<file path="src/verilog/gafs_pkg.sv">
// constants and carrier types of the pin alternate function selector
package gafs_pkg;

    localparam int PINS   = 8;
    localparam int FW     = 4;
    localparam int ADDR_W = 8;
    localparam int DATA_W = 16;

    // register addresses
    localparam logic [ADDR_W-1:0] ADDR_SEL_LOW   = 8'h8c;
    localparam logic [ADDR_W-1:0] ADDR_SEL_MID   = 8'h8d;
    localparam logic [ADDR_W-1:0] ADDR_PIN_DIR   = 8'h9c;
    localparam logic [ADDR_W-1:0] ADDR_GPIO_OUT  = 8'h9d;
    localparam logic [ADDR_W-1:0] ADDR_PIN_LEVEL = 8'h9e;

    // reset values; selector defaults are mask options
    localparam logic [DATA_W-1:0] SEL_LOW_DEF = 16'h0000;
    localparam logic [DATA_W-1:0] SEL_MID_DEF = 16'h0000;
    localparam logic [PINS-1:0]   DIR_DEF     = 8'h00;
    localparam logic [PINS-1:0]   GOUT_DEF    = 8'h00;
    localparam logic [DATA_W-1:0] RD_IDLE     = 16'h0000;
    localparam logic [DATA_W-PINS-1:0] RD_PAD = 8'h00;

    // pin indices and selector field positions
    localparam int P_GP0 = 0;
    localparam int P_GP4 = 4;
    localparam int P_GP5 = 5;
    localparam int P_GP6 = 6;
    localparam int P_GP7 = 7;
    localparam int F_GP0 = 0;
    localparam int F_GP4 = 0;
    localparam int F_GP5 = 4;
    localparam int F_GP6 = 8;
    localparam int F_GP7 = 12;

    // selector codes
    localparam logic [FW-1:0] SEL_GPIO = 4'h0;
    localparam logic [FW-1:0] SEL_1    = 4'h1;
    localparam logic [FW-1:0] SEL_2    = 4'h2;
    localparam logic [FW-1:0] SEL_3    = 4'h3;
    localparam logic [FW-1:0] SEL_4    = 4'h4;
    localparam logic [FW-1:0] SEL_5    = 4'h5;
    localparam logic [FW-1:0] SEL_6    = 4'h6;
    localparam logic [FW-1:0] SEL_7    = 4'h7;
    localparam logic [FW-1:0] SEL_10   = 4'ha;
    localparam logic [FW-1:0] SEL_12   = 4'hc;

    // requests towards the power logic, all active high
    typedef struct packed {
        logic power_on_req;
        logic ldo_enable_req;
        logic low_power_req_one;
        logic low_power_req_two;
        logic low_power_req_three;
        logic power_down_request;
        logic chip_reset_req;
        logic manual_reset_req;
        logic flash_trigger;
        logic mask_req;
        logic hib_edge_req;
        logic hib_level_req;
        logic adc_word_clock;
    } gafs_req_t;

    // internal signals that may be routed out to a pin
    typedef struct packed {
        logic power_on_state;
        logic vrtc_ok;
        logic por_b;
        logic sys_rst_n;
        logic mem_rst_n;
        logic aux_detect_alert_out;
        logic flash_out;
        logic vcc_fault_n;
        logic microphone_short_out;
        logic microphone_detect_out;
        logic p_clk;
        logic adc_word_clock_out;
        logic clk_32k;
        logic battery_fault_n;
        logic codec_opclk;
        logic rtc_out;
        logic freq_locked_loop_clock_out;
    } gafs_src_t;

endpackage

</file>
<file path="src/verilog/gafs_top.sv">
// pin alternate function selector with its register port
//
// Local design decision: the strobed register port.
`timescale 1ns/1ps
//
// Overview of operation
// - pin7 input: 0001 low power three, 0010 mask, 0011 level hibernate
// - pin7 output codes 0000..0110 and 1100 pick gpio or listed sources
// - pin6 input: 0001 low power two, 0010 flash, 0011 edge hibernate
// - pin6 input code 0100 is the level hibernate request
// - pin5 input: low power one, adc word clock, edge, power off, level
// - power state machine reset reloads every selector with its default
module gafs_top #(
    parameter logic [15:0] SEL_LOW_RST = gafs_pkg::SEL_LOW_DEF,
    parameter logic [15:0] SEL_MID_RST = gafs_pkg::SEL_MID_DEF
) (
    input  wire logic                          clock_i,
    input  wire logic                          nrst_i,
    input  wire logic                          sm_reset_i,
    input  wire logic [gafs_pkg::ADDR_W-1:0]   addr_i,
    input  wire logic [gafs_pkg::DATA_W-1:0]   wdata_i,
    input  wire logic                          wr_i,
    input  wire logic                          rd_i,
    output logic      [gafs_pkg::DATA_W-1:0]   rdata_o,
    input  wire gafs_pkg::gafs_src_t           src_i,
    output gafs_pkg::gafs_req_t                req_o,
    input  wire logic [gafs_pkg::PINS-1:0]     pin_i,
    output logic      [gafs_pkg::PINS-1:0]     pin_o,
    output logic      [gafs_pkg::PINS-1:0]     pin_oe_o
);
    localparam int PINS = gafs_pkg::PINS;
    localparam int FW   = gafs_pkg::FW;
    localparam int DW   = gafs_pkg::DATA_W;

    logic rst_s1_r;
    logic rst_n;

    logic [DW-1:0]   sel_low_r;
    logic [DW-1:0]   sel_low_nxt;
    logic [DW-1:0]   sel_mid_r;
    logic [DW-1:0]   sel_mid_nxt;
    logic [PINS-1:0] dir_r;
    logic [PINS-1:0] dir_nxt;
    logic [PINS-1:0] gout_r;
    logic [PINS-1:0] gout_nxt;
    logic [DW-1:0]   rdata_r;
    logic [DW-1:0]   rdata_nxt;

    gafs_pkg::gafs_req_t req_r;
    gafs_pkg::gafs_req_t req_nxt;
    logic [PINS-1:0]     prev_r;
    logic [PINS-1:0]     prev_nxt;

    logic [PINS-1:0] level;
    logic [PINS-1:0] rise;
    logic [PINS-1:0] drive;
    logic [FW-1:0]   sel0;
    logic [FW-1:0]   sel4;
    logic [FW-1:0]   sel5;
    logic [FW-1:0]   sel6;
    logic [FW-1:0]   sel7;

    // reset release through two flops; assertion stays asynchronous
    always_ff @(posedge clock_i or negedge nrst_i) begin
        if (!nrst_i) begin
            rst_s1_r <= 1'b0;
            rst_n    <= 1'b0;
        end else begin
            rst_s1_r <= 1'b1;
            rst_n    <= rst_s1_r;
        end
    end

    // register file
    always_comb begin
        sel_low_nxt = sel_low_r;
        sel_mid_nxt = sel_mid_r;
        dir_nxt     = dir_r;
        gout_nxt    = gout_r;
        rdata_nxt   = gafs_pkg::RD_IDLE;
        if (sm_reset_i) begin
            sel_low_nxt = SEL_LOW_RST;
            sel_mid_nxt = SEL_MID_RST;
        end else if (wr_i) begin
            case (addr_i)
                gafs_pkg::ADDR_SEL_LOW: sel_low_nxt = wdata_i;
                gafs_pkg::ADDR_SEL_MID: sel_mid_nxt = wdata_i;
                default: ;
            endcase
        end
        if (wr_i) begin
            case (addr_i)
                gafs_pkg::ADDR_PIN_DIR:  dir_nxt  = wdata_i[PINS-1:0];
                gafs_pkg::ADDR_GPIO_OUT: gout_nxt = wdata_i[PINS-1:0];
                default: ;
            endcase
        end
        if (rd_i) begin
            case (addr_i)
                gafs_pkg::ADDR_SEL_LOW:   rdata_nxt = sel_low_r;
                gafs_pkg::ADDR_SEL_MID:   rdata_nxt = sel_mid_r;
                gafs_pkg::ADDR_PIN_DIR:   rdata_nxt = {gafs_pkg::RD_PAD, dir_r};
                gafs_pkg::ADDR_GPIO_OUT:  rdata_nxt = {gafs_pkg::RD_PAD, gout_r};
                gafs_pkg::ADDR_PIN_LEVEL: rdata_nxt = {gafs_pkg::RD_PAD, level};
                default:                  rdata_nxt = gafs_pkg::RD_IDLE;
            endcase
        end
    end

    always_ff @(posedge clock_i or negedge rst_n) begin
        if (!rst_n) begin
            sel_low_r <= SEL_LOW_RST;
            sel_mid_r <= SEL_MID_RST;
            dir_r     <= gafs_pkg::DIR_DEF;
            gout_r    <= gafs_pkg::GOUT_DEF;
            rdata_r   <= gafs_pkg::RD_IDLE;
        end else begin
            sel_low_r <= sel_low_nxt;
            sel_mid_r <= sel_mid_nxt;
            dir_r     <= dir_nxt;
            gout_r    <= gout_nxt;
            rdata_r   <= rdata_nxt;
        end
    end

    assign rdata_o = rdata_r;

    assign sel0 = sel_low_r[gafs_pkg::F_GP0 +: FW];
    assign sel4 = sel_mid_r[gafs_pkg::F_GP4 +: FW];
    assign sel5 = sel_mid_r[gafs_pkg::F_GP5 +: FW];
    assign sel6 = sel_mid_r[gafs_pkg::F_GP6 +: FW];
    assign sel7 = sel_mid_r[gafs_pkg::F_GP7 +: FW];

    // output tables; unlisted codes and pins 1..3 keep the gpio value
    always_comb begin
        drive = gout_r;
        case (sel0)
            gafs_pkg::SEL_1: drive[gafs_pkg::P_GP0] = src_i.power_on_state;
            gafs_pkg::SEL_2: drive[gafs_pkg::P_GP0] = src_i.vrtc_ok;
            gafs_pkg::SEL_3: drive[gafs_pkg::P_GP0] = src_i.por_b;
            gafs_pkg::SEL_4: drive[gafs_pkg::P_GP0] = src_i.sys_rst_n;
            default: ;
        endcase
        case (sel4)
            gafs_pkg::SEL_1:  drive[gafs_pkg::P_GP4] = src_i.mem_rst_n;
            gafs_pkg::SEL_2:  drive[gafs_pkg::P_GP4] = src_i.aux_detect_alert_out;
            gafs_pkg::SEL_3:  drive[gafs_pkg::P_GP4] = src_i.flash_out;
            gafs_pkg::SEL_4:  drive[gafs_pkg::P_GP4] = src_i.vcc_fault_n;
            gafs_pkg::SEL_5:  drive[gafs_pkg::P_GP4] = src_i.microphone_short_out;
            gafs_pkg::SEL_10: drive[gafs_pkg::P_GP4] = src_i.microphone_detect_out;
            default: ;
        endcase
        case (sel5)
            gafs_pkg::SEL_1:  drive[gafs_pkg::P_GP5] = src_i.p_clk;
            gafs_pkg::SEL_2:  drive[gafs_pkg::P_GP5] = src_i.adc_word_clock_out;
            gafs_pkg::SEL_3:  drive[gafs_pkg::P_GP5] = src_i.clk_32k;
            gafs_pkg::SEL_4:  drive[gafs_pkg::P_GP5] = src_i.battery_fault_n;
            gafs_pkg::SEL_5:  drive[gafs_pkg::P_GP5] = src_i.microphone_short_out;
            gafs_pkg::SEL_6:  drive[gafs_pkg::P_GP5] = src_i.aux_detect_alert_out;
            gafs_pkg::SEL_7:  drive[gafs_pkg::P_GP5] = src_i.codec_opclk;
            gafs_pkg::SEL_10: drive[gafs_pkg::P_GP5] = src_i.microphone_detect_out;
            default: ;
        endcase
        case (sel6)
            gafs_pkg::SEL_1: drive[gafs_pkg::P_GP6] = src_i.mem_rst_n;
            gafs_pkg::SEL_2: drive[gafs_pkg::P_GP6] = src_i.aux_detect_alert_out;
            gafs_pkg::SEL_3: drive[gafs_pkg::P_GP6] = src_i.rtc_out;
            default: ;
        endcase
        case (sel7)
            gafs_pkg::SEL_1: drive[gafs_pkg::P_GP7] = src_i.p_clk;
            gafs_pkg::SEL_2: drive[gafs_pkg::P_GP7] = src_i.vcc_fault_n;
            gafs_pkg::SEL_3: drive[gafs_pkg::P_GP7] = src_i.battery_fault_n;
            gafs_pkg::SEL_4: drive[gafs_pkg::P_GP7] = src_i.microphone_detect_out;
            gafs_pkg::SEL_5: drive[gafs_pkg::P_GP7] = src_i.microphone_short_out;
            gafs_pkg::SEL_6: drive[gafs_pkg::P_GP7] = src_i.aux_detect_alert_out;
            gafs_pkg::SEL_12:
                drive[gafs_pkg::P_GP7] = src_i.freq_locked_loop_clock_out;
            default: ;
        endcase
    end

    // pins driven as outputs reach the drivers and still read back their level; only inputs reach the tables
    for (genvar g = 0; g < PINS; g++) begin : g_pin
        gafs_pin_cell u_cell (
            .clock_i   (clock_i),
            .rst_n_i   (rst_n),
            .dir_out_i (dir_r[g]),
            .drive_i   (drive[g]),
            .pin_i     (pin_i[g]),
            .pin_o     (pin_o[g]),
            .pin_oe_o  (pin_oe_o[g]),
            .level_o   (level[g])
        );
    end

    // an output pin reads back its own level; mask it out of the rise detect
    assign rise = level & ~prev_r & ~dir_r;

    // input tables; several pins on one request are or-ed
    always_comb begin
        req_nxt  = '0;
        prev_nxt = level;
        if (!dir_r[gafs_pkg::P_GP0]) begin
            case (sel0)
                gafs_pkg::SEL_1: req_nxt.power_on_req = level[gafs_pkg::P_GP0];
                gafs_pkg::SEL_2: req_nxt.ldo_enable_req = !level[gafs_pkg::P_GP0];
                gafs_pkg::SEL_3:
                    req_nxt.low_power_req_one = level[gafs_pkg::P_GP0];
                gafs_pkg::SEL_4:
                    req_nxt.power_down_request = level[gafs_pkg::P_GP0];
                gafs_pkg::SEL_5: req_nxt.chip_reset_req = level[gafs_pkg::P_GP0];
                default: ;
            endcase
        end
        if (!dir_r[gafs_pkg::P_GP4]) begin
            case (sel4)
                gafs_pkg::SEL_1:
                    req_nxt.manual_reset_req = !level[gafs_pkg::P_GP4];
                gafs_pkg::SEL_2: req_nxt.flash_trigger = level[gafs_pkg::P_GP4];
                gafs_pkg::SEL_3: req_nxt.hib_level_req = level[gafs_pkg::P_GP4];
                gafs_pkg::SEL_4: req_nxt.mask_req = level[gafs_pkg::P_GP4];
                gafs_pkg::SEL_5: req_nxt.chip_reset_req =
                    req_nxt.chip_reset_req | level[gafs_pkg::P_GP4];
                default: ;
            endcase
        end
        if (!dir_r[gafs_pkg::P_GP5]) begin
            case (sel5)
                gafs_pkg::SEL_1: req_nxt.low_power_req_one =
                    req_nxt.low_power_req_one | level[gafs_pkg::P_GP5];
                gafs_pkg::SEL_2: req_nxt.adc_word_clock = level[gafs_pkg::P_GP5];
                gafs_pkg::SEL_3: req_nxt.hib_edge_req = rise[gafs_pkg::P_GP5];
                gafs_pkg::SEL_4: req_nxt.power_down_request =
                    req_nxt.power_down_request | level[gafs_pkg::P_GP5];
                gafs_pkg::SEL_5: req_nxt.hib_level_req =
                    req_nxt.hib_level_req | level[gafs_pkg::P_GP5];
                default: ;
            endcase
        end
        if (!dir_r[gafs_pkg::P_GP6]) begin
            case (sel6)
                gafs_pkg::SEL_1:
                    req_nxt.low_power_req_two = level[gafs_pkg::P_GP6];
                gafs_pkg::SEL_2: req_nxt.flash_trigger =
                    req_nxt.flash_trigger | level[gafs_pkg::P_GP6];
                gafs_pkg::SEL_3: req_nxt.hib_edge_req =
                    req_nxt.hib_edge_req | rise[gafs_pkg::P_GP6];
                gafs_pkg::SEL_4: req_nxt.hib_level_req =
                    req_nxt.hib_level_req | level[gafs_pkg::P_GP6];
                default: ;
            endcase
        end
        if (!dir_r[gafs_pkg::P_GP7]) begin
            case (sel7)
                gafs_pkg::SEL_1:
                    req_nxt.low_power_req_three = level[gafs_pkg::P_GP7];
                gafs_pkg::SEL_2: req_nxt.mask_req =
                    req_nxt.mask_req | level[gafs_pkg::P_GP7];
                gafs_pkg::SEL_3: req_nxt.hib_level_req =
                    req_nxt.hib_level_req | level[gafs_pkg::P_GP7];
                default: ;
            endcase
        end
    end

    always_ff @(posedge clock_i or negedge rst_n) begin
        if (!rst_n) begin
            req_r  <= '0;
            prev_r <= '0;
        end else begin
            req_r  <= req_nxt;
            prev_r <= prev_nxt;
        end
    end

    assign req_o = req_r;
endmodule

</file>
<file path="src/verilog/gafs_pin_cell.sv">
// one multiplexed pin: registered drive, enable and input level
`timescale 1ns/1ps
module gafs_pin_cell (
    input  wire logic clock_i,
    input  wire logic rst_n_i,
    input  wire logic dir_out_i,
    input  wire logic drive_i,
    input  wire logic pin_i,
    output logic      pin_o,
    output logic      pin_oe_o,
    output logic      level_o
);
    logic pin_r;
    logic pin_nxt;
    logic oe_r;
    logic oe_nxt;
    logic level_r;
    logic level_nxt;

    always_comb begin
        pin_nxt   = drive_i;
        oe_nxt    = dir_out_i;
        level_nxt = pin_i;
    end

    always_ff @(posedge clock_i or negedge rst_n_i) begin
        if (!rst_n_i) begin
            pin_r   <= 1'b0;
            oe_r    <= 1'b0;
            level_r <= 1'b0;
        end else begin
            pin_r   <= pin_nxt;
            oe_r    <= oe_nxt;
            level_r <= level_nxt;
        end
    end

    assign pin_o    = pin_r;
    assign pin_oe_o = oe_r;
    assign level_o  = level_r;
endmodule

</file>
<file path="config.mk">
export PLATFORM = sky130hd
export DESIGN_NAME = gafs_top
export DESIGN_NICKNAME = d
export VERILOG_FILES = /design/src/verilog/gafs_pkg.sv /design/src/verilog/gafs_top.sv /design/src/verilog/gafs_pin_cell.sv
export SDC_FILE = /design/constraint.sdc
export NUM_CORES = 1
export LEC_CHECK = 0
export BUFFER_PORTS_ARGS = -buffer_cell sky130_fd_sc_hd__buf_2
export CAP_MARGIN = 20
export CORE_UTILIZATION = 45
export DETAILED_ROUTE_END_ITERATION = 7
export PLACE_DENSITY = 0.66
export REMOVE_ABC_BUFFERS = 1
export SLEW_MARGIN = 20
export SYNTH_ARGS = -nofsm -noshare
export SYNTH_HDL_FRONTEND = slang
export SYNTH_SLANG_ARGS = --single-unit
</file>
<file path="constraint.sdc">
create_clock -name clock_i -period 4.4 [get_ports clock_i]
set_clock_uncertainty 0.2 [all_clocks]
set_input_delay 0.22 -clock clock_i [delete_from_list [all_inputs] [get_ports clock_i]]
set_output_delay 0.22 -clock clock_i [all_outputs]
set_load 0.01 [all_outputs]
</file>
# Yosys cells after proc, flatten, opt, wreduce, memory -nomap -nowiden
# Index checks and enable logic that the tools add are counted.
# op_classes
eq_ne	35
muxes	48
n_bitwise	13
reduce_logical	9
# op_table
cell	count
16-bit two-way mux	7
16-bit case mux with 5 select lines	1
4-bit by 3-bit equality test with 1-bit output, second input constant	12
4-bit by 2-bit equality test with 1-bit output, second input constant	10
8-bit equality test, second input constant	5
1-bit two-way mux	30
4-bit by 1-bit equality test with 1-bit output, second input constant	5
7-bit AND	2
7-bit inverter	2
4-bit equality test, second input constant	3
1-bit OR	9
1-bit case mux with 8 select lines	1
2-bit AND reduction	4
1-bit case mux with 7 select lines	1
3-bit two-way mux	2
1-bit case mux with 6 select lines	1
2-bit nonzero test	3
2-bit two-way mux	2
4-bit two-way mux	1
1-bit case mux with 4 select lines	1
1-bit case mux with 3 select lines	1
1-bit logical NOT	2
# totals
reg_bits	110
in_bits	54
out_inout_bits	45

# Depth between registers and ports, before layout
# logic_depth
depth_word	12
depth_mapped	7
ltp_nobuf	4

# Hierarchy
# Synthesis repeated with hierarchy kept, for this count alone.
# unflattened
hier_cells	413
hier_area_um2	4575.6
# modules_own_cells
module	instances	cells_each	area_each_um2
gafs_top	1	389	3975.1
gafs_pin_cell	8	3	75.1

# Worst setup path after synthesis
# Ideal clock, no wire load.
# synth_timing
kind	register to register
startpoint	register sel_mid_r[13]
endpoint	register g_pin[7].u_cell.pin_r
setup_time_ps	126
arrival_ps	1338
required_time_ps	4074
path_slack_ps	2736
path_stages_with_launch	6
period_less_slack_ps	1664
path_cell_list	dfrtp_1 > clkbuf_1 > nor2b_1 > a221oi_1 > nor3_1 > o32a_1
# synth_between
elab_chain_cells	2
elab_cells_between_ends	8
# synth_rtl
element	line_no	rtl
from (decl)	gafs_top.sv:40	logic [DW-1:0] sel_mid_r;
from (signal assigned)	gafs_top.sv:119	sel_mid_r <= sel_mid_nxt;
4-bit equality test, or another cell as far along	gafs_top.sv:170	case (sel7)
1-bit case mux with 7 select lines *	gafs_top.sv:170	
net g_pin[7].u_cell.drive_i	gafs_pin_cell.sv:7	input wire logic drive_i,
to (signal assigned)	gafs_pin_cell.sv:32	pin_r <= pin_nxt;
to (decl)	gafs_pin_cell.sv:13	logic pin_r;
# Mark *: on every way through the listed nets, which the timed path passes. The rest lies on a longest branch.
# A chain may end at the register's enable or synchronous reset.

# Final worst setup path
# layout_timing
startpoint	register sel_mid_r[4]
endpoint	register g_pin[5].u_cell.pin_r
# layout_between
elab_chain_cells	2
elab_cells_between_ends	9
# layout_rtl
element	line_no	rtl
4-bit equality test, or another cell as far along	gafs_top.sv:153	case (sel5)
1-bit case mux with 8 select lines *	gafs_top.sv:153	
net g_pin[5].u_cell.drive_i	gafs_pin_cell.sv:7	
to (signal assigned)	gafs_pin_cell.sv:32	
to (decl)	gafs_pin_cell.sv:13	
# Marked as above.

==> results.md <==
- Run status: finished with violations
- Failing checks: design-rule violations
- DIE WIDTH: 105 µm
- Die height: 105 µm
- Async S/R FF share, synth: 100%
- Diodes inserted: 0
- Mapped Area: 4730 µm²
- WL/cell: 16.9 µm
- Met2 layer wire length in the routed design: 5.69 mm
- Hold endpoint: g_pin[0].u_cell.pin_o
- PD cells: 306 nW/µm²
- DR pass1 iterations: 7
- Yosys cell types: 57
- HP Class: primary input to flip-flop
- Critical path arrival: 1.98 ns
- Slew margin rel.: 47.5%
- Remaining DRCs: 2
- Share of the synthesized area in the top cell type: 55.5%
- Top cell type by total area after synthesis: dfrtp_1
- HP Start: src_i[13]
- CP peak stage delay: 0.66 ns
- YS warnings: 0
- CTS tree: done
- Port Buffer Count: 98
- Slew at the pin with the worst max-slew slack: 0.787 ns
- Commonest non-fill, non-tap cells in the layout: dfrtp_1, buf_2, nand2_1
- Final ANT Viol Nets: 0
- Largest net degree at the start of global routing: 84
- Vias in the first global route: 3,582
- Synth Area per Inst: 10.7 µm²
- CP endpoint kind: flip-flop
- Critical Path, Cell by Cell: mux4_2 -> a32oi_1 -> o21ai_0
- M1 WL: 4.80 mm
- GP Congestion: 0.822
- Worst R2R Path Depth: 3
- Maxcap violations: 0
- Routed wire length: 11.4 mm
- Share of cells above drive strength 1: 28.9%
- Drt first-iter violations: 225
- Global-route wire length before repair: 17.9 mm
- CTS Buffer Depth: 2
- Critical Path Fanout Max: 14
- Starting density of the core: 46.1%
- Nets: 589
- Ys flop type: dfrtp_1
- Die Area: 10,900 µm²
- Crit share post-route: 44.7%
- RSZ-0062 raised after global routing: false
- Top Family by Delay on Critical Path: flip-flops
- Worst Hold Path Cells: 3
- TritonCTS Buffers: 9
- Vias per inst: 5.49
- Sum Neg Setup Slack: 0 ns
- Post-CTS setup buffer count: 0
- Synth top area cells: dfrtp_1, nand2_1, mux2_2, a21oi_1, mux2i_1
- Fin cells: 676
- WP buf/inv: 0
- Root buffer cell: clkbuf_8
- Seq cells post-synth: 105
- Fin Hold WS: 0.0172 ns
- Slew Viols, Final: 0
- CP max-delay cell: dfrtp_1
- Syn Inst Count: 441
- Clk sinks: 105
- FMAX: 508 MHz
- Post-DP HPWL: 8.00 mm
- Total GRT Usage: 21.2%
- Clock slew at reported path FFs: 0.10 ns
- Post-layout util: 54.6%
- H-tree levels: 3
- EDFF count, synth: 0
- Critical register-to-register path startpoint: sel_mid_r[4]
- Grt total ovfl: 0
- Kind of critical path: flip-flop to flip-flop
- Core Rows: 37
- Startpoint types: flip-flop
- CP Depth: 3
- Worst skew pair latency: 0.36 ns
- Met3 WL: 783 µm
- Lkg Pwr: 0.00260 µW
- R2R Path End: g_pin[5].u_cell.pin_o
- Worst path required time: 4.41 ns
- Peak VDD IR: 0.172 mV
- Final min period: 1.97 ns
- R2R Setup Slk: 2.43 ns
- Placed Cells: 632
- Core Region: 10,300 µm²
- Initial antenna violation count: 0
- IO Pins: 99
- Sequential area share after synthesis: 55.5%
- Top routing layer in use: met4
- Commonest non-fill, non-tap cell in the layout: dfrtp_1
- Vias post-DR: 3,710
- Final Hold Vio Count: 0
- Layout area overhead: 18.6%
- Final setup violation count: 0
==> worst max-delay path by stage <==
stage	start	to
2_1_floorplan	rst_n	dir_r[0]
3_3_place_gp	addr_i[5]	sel_low_r[4]
3_5_place_dp	addr_i[5]	sel_mid_r[10]
4_1_cts	sel_mid_r[4]	g_pin[5].u_cell.pin_o
5_1_grt	sel_mid_r[4]	g_pin[5].u_cell.pin_o
6_report	sel_mid_r[4]	g_pin[5].u_cell.pin_o
==> Yosys cell counts, types with 3 or more instances <==
cell / number
nor2b_1: 7
clkbuf_1: 17
dfrtp_1: 105
nand3_1: 5
a22o_2: 3
nor3_1: 7
o21ai_0: 5
mux2i_1: 13
o32ai_1: 3
inv_1: 8
mux2_2: 19
buf_4: 16
o32a_1: 3
a21oi_1: 27
nor2_1: 26
a21oi_2: 11
a31oi_1: 3
a221oi_1: 3
nand3b_1: 4
a22oi_1: 13
nand2b_1: 8
nand2_1: 78
nor4_1: 4
o22ai_1: 8
buf_2: 7
==> through the flow <==
step | worst slack, ns | cell area (µm²) | power [µW]
floorplan | 1.06 | 4460 | 1060
global placement | 2.20 | 5130 | 1130
detailed placement | 2.19 | 5130 | 1130
CTS | 2.45 | 5590 | 1730
global route | 2.39 | 5610 | 1790
finish | 2.43 | 5610 | 1720
==> tightest hold or removal path, cell delays in order <==
cell and delay, ns:
buf_2 0.08, o32ai_1 0.07, a31oi_1 0.16
==> repair_timing <==
item / CTS / global route
endpoints found under the hold margin: 59 / 0
hold buffers: 27 / 0
endpoints found under the setup margin: 0 / 0
gates resized for setup: 0 / 0
==> registers in the layout (all words and copies together) (netlist names) <==
name and cells:
rst_s1_r 1, dir_r 8, g_pin.u_cell.level_o 8, g_pin.u_cell.pin_o 8
rst_n 1, req_o 13, g_pin.u_cell.pin_oe_o 8, sel_low_r 16
sel_mid_r 16, rdata_o 16, prev_r 2, gout_r 8
==> power breakdown <==
part | switching (µW) | leakage [µW] | internal (µW)
logic | 62.6 | 0.00107 | 59.4
registers | 20.6 | 0.00143 | 984
clock network | 315 | 0.000103 | 279
total | 398 | 0.00260 | 1320
==> area by class of cell <==
| cell class | instances | area (µm²) |
|---|---|---|
| repair buffers | 127 | 788 |
| clock buffers | 11 | 141 |
| fillers | 928 | 4660 |
| multi-input cells | 284 | 1800 |
| clock inverters | 5 | 53.8 |
| inverters | 8 | 30.0 |
| well taps | 136 | 170 |
| flip-flops and latches | 105 | 2630 |
==> per-layer routing <==
| layer | up-vias | track usage, % |
|---|---|---|
| li1 | 1716 | - |
| met1 | 1824 | 27.9 |
| met2 | 156 | 35.5 |
| met3 | 14 | 4.24 |
| met4 | 0 | 6.43 |
| met5 | - | 0 |
==> cells by family after synthesis <==
family,share of synthesized area (%)
other cells,0.0792
xor+xnor,0.185
buf+inv,6.48
mux,7.75
compound gates,13.6
flops,55.5
simple gates,16.4
No activity file was read; power rests on OpenSTA's default activity.
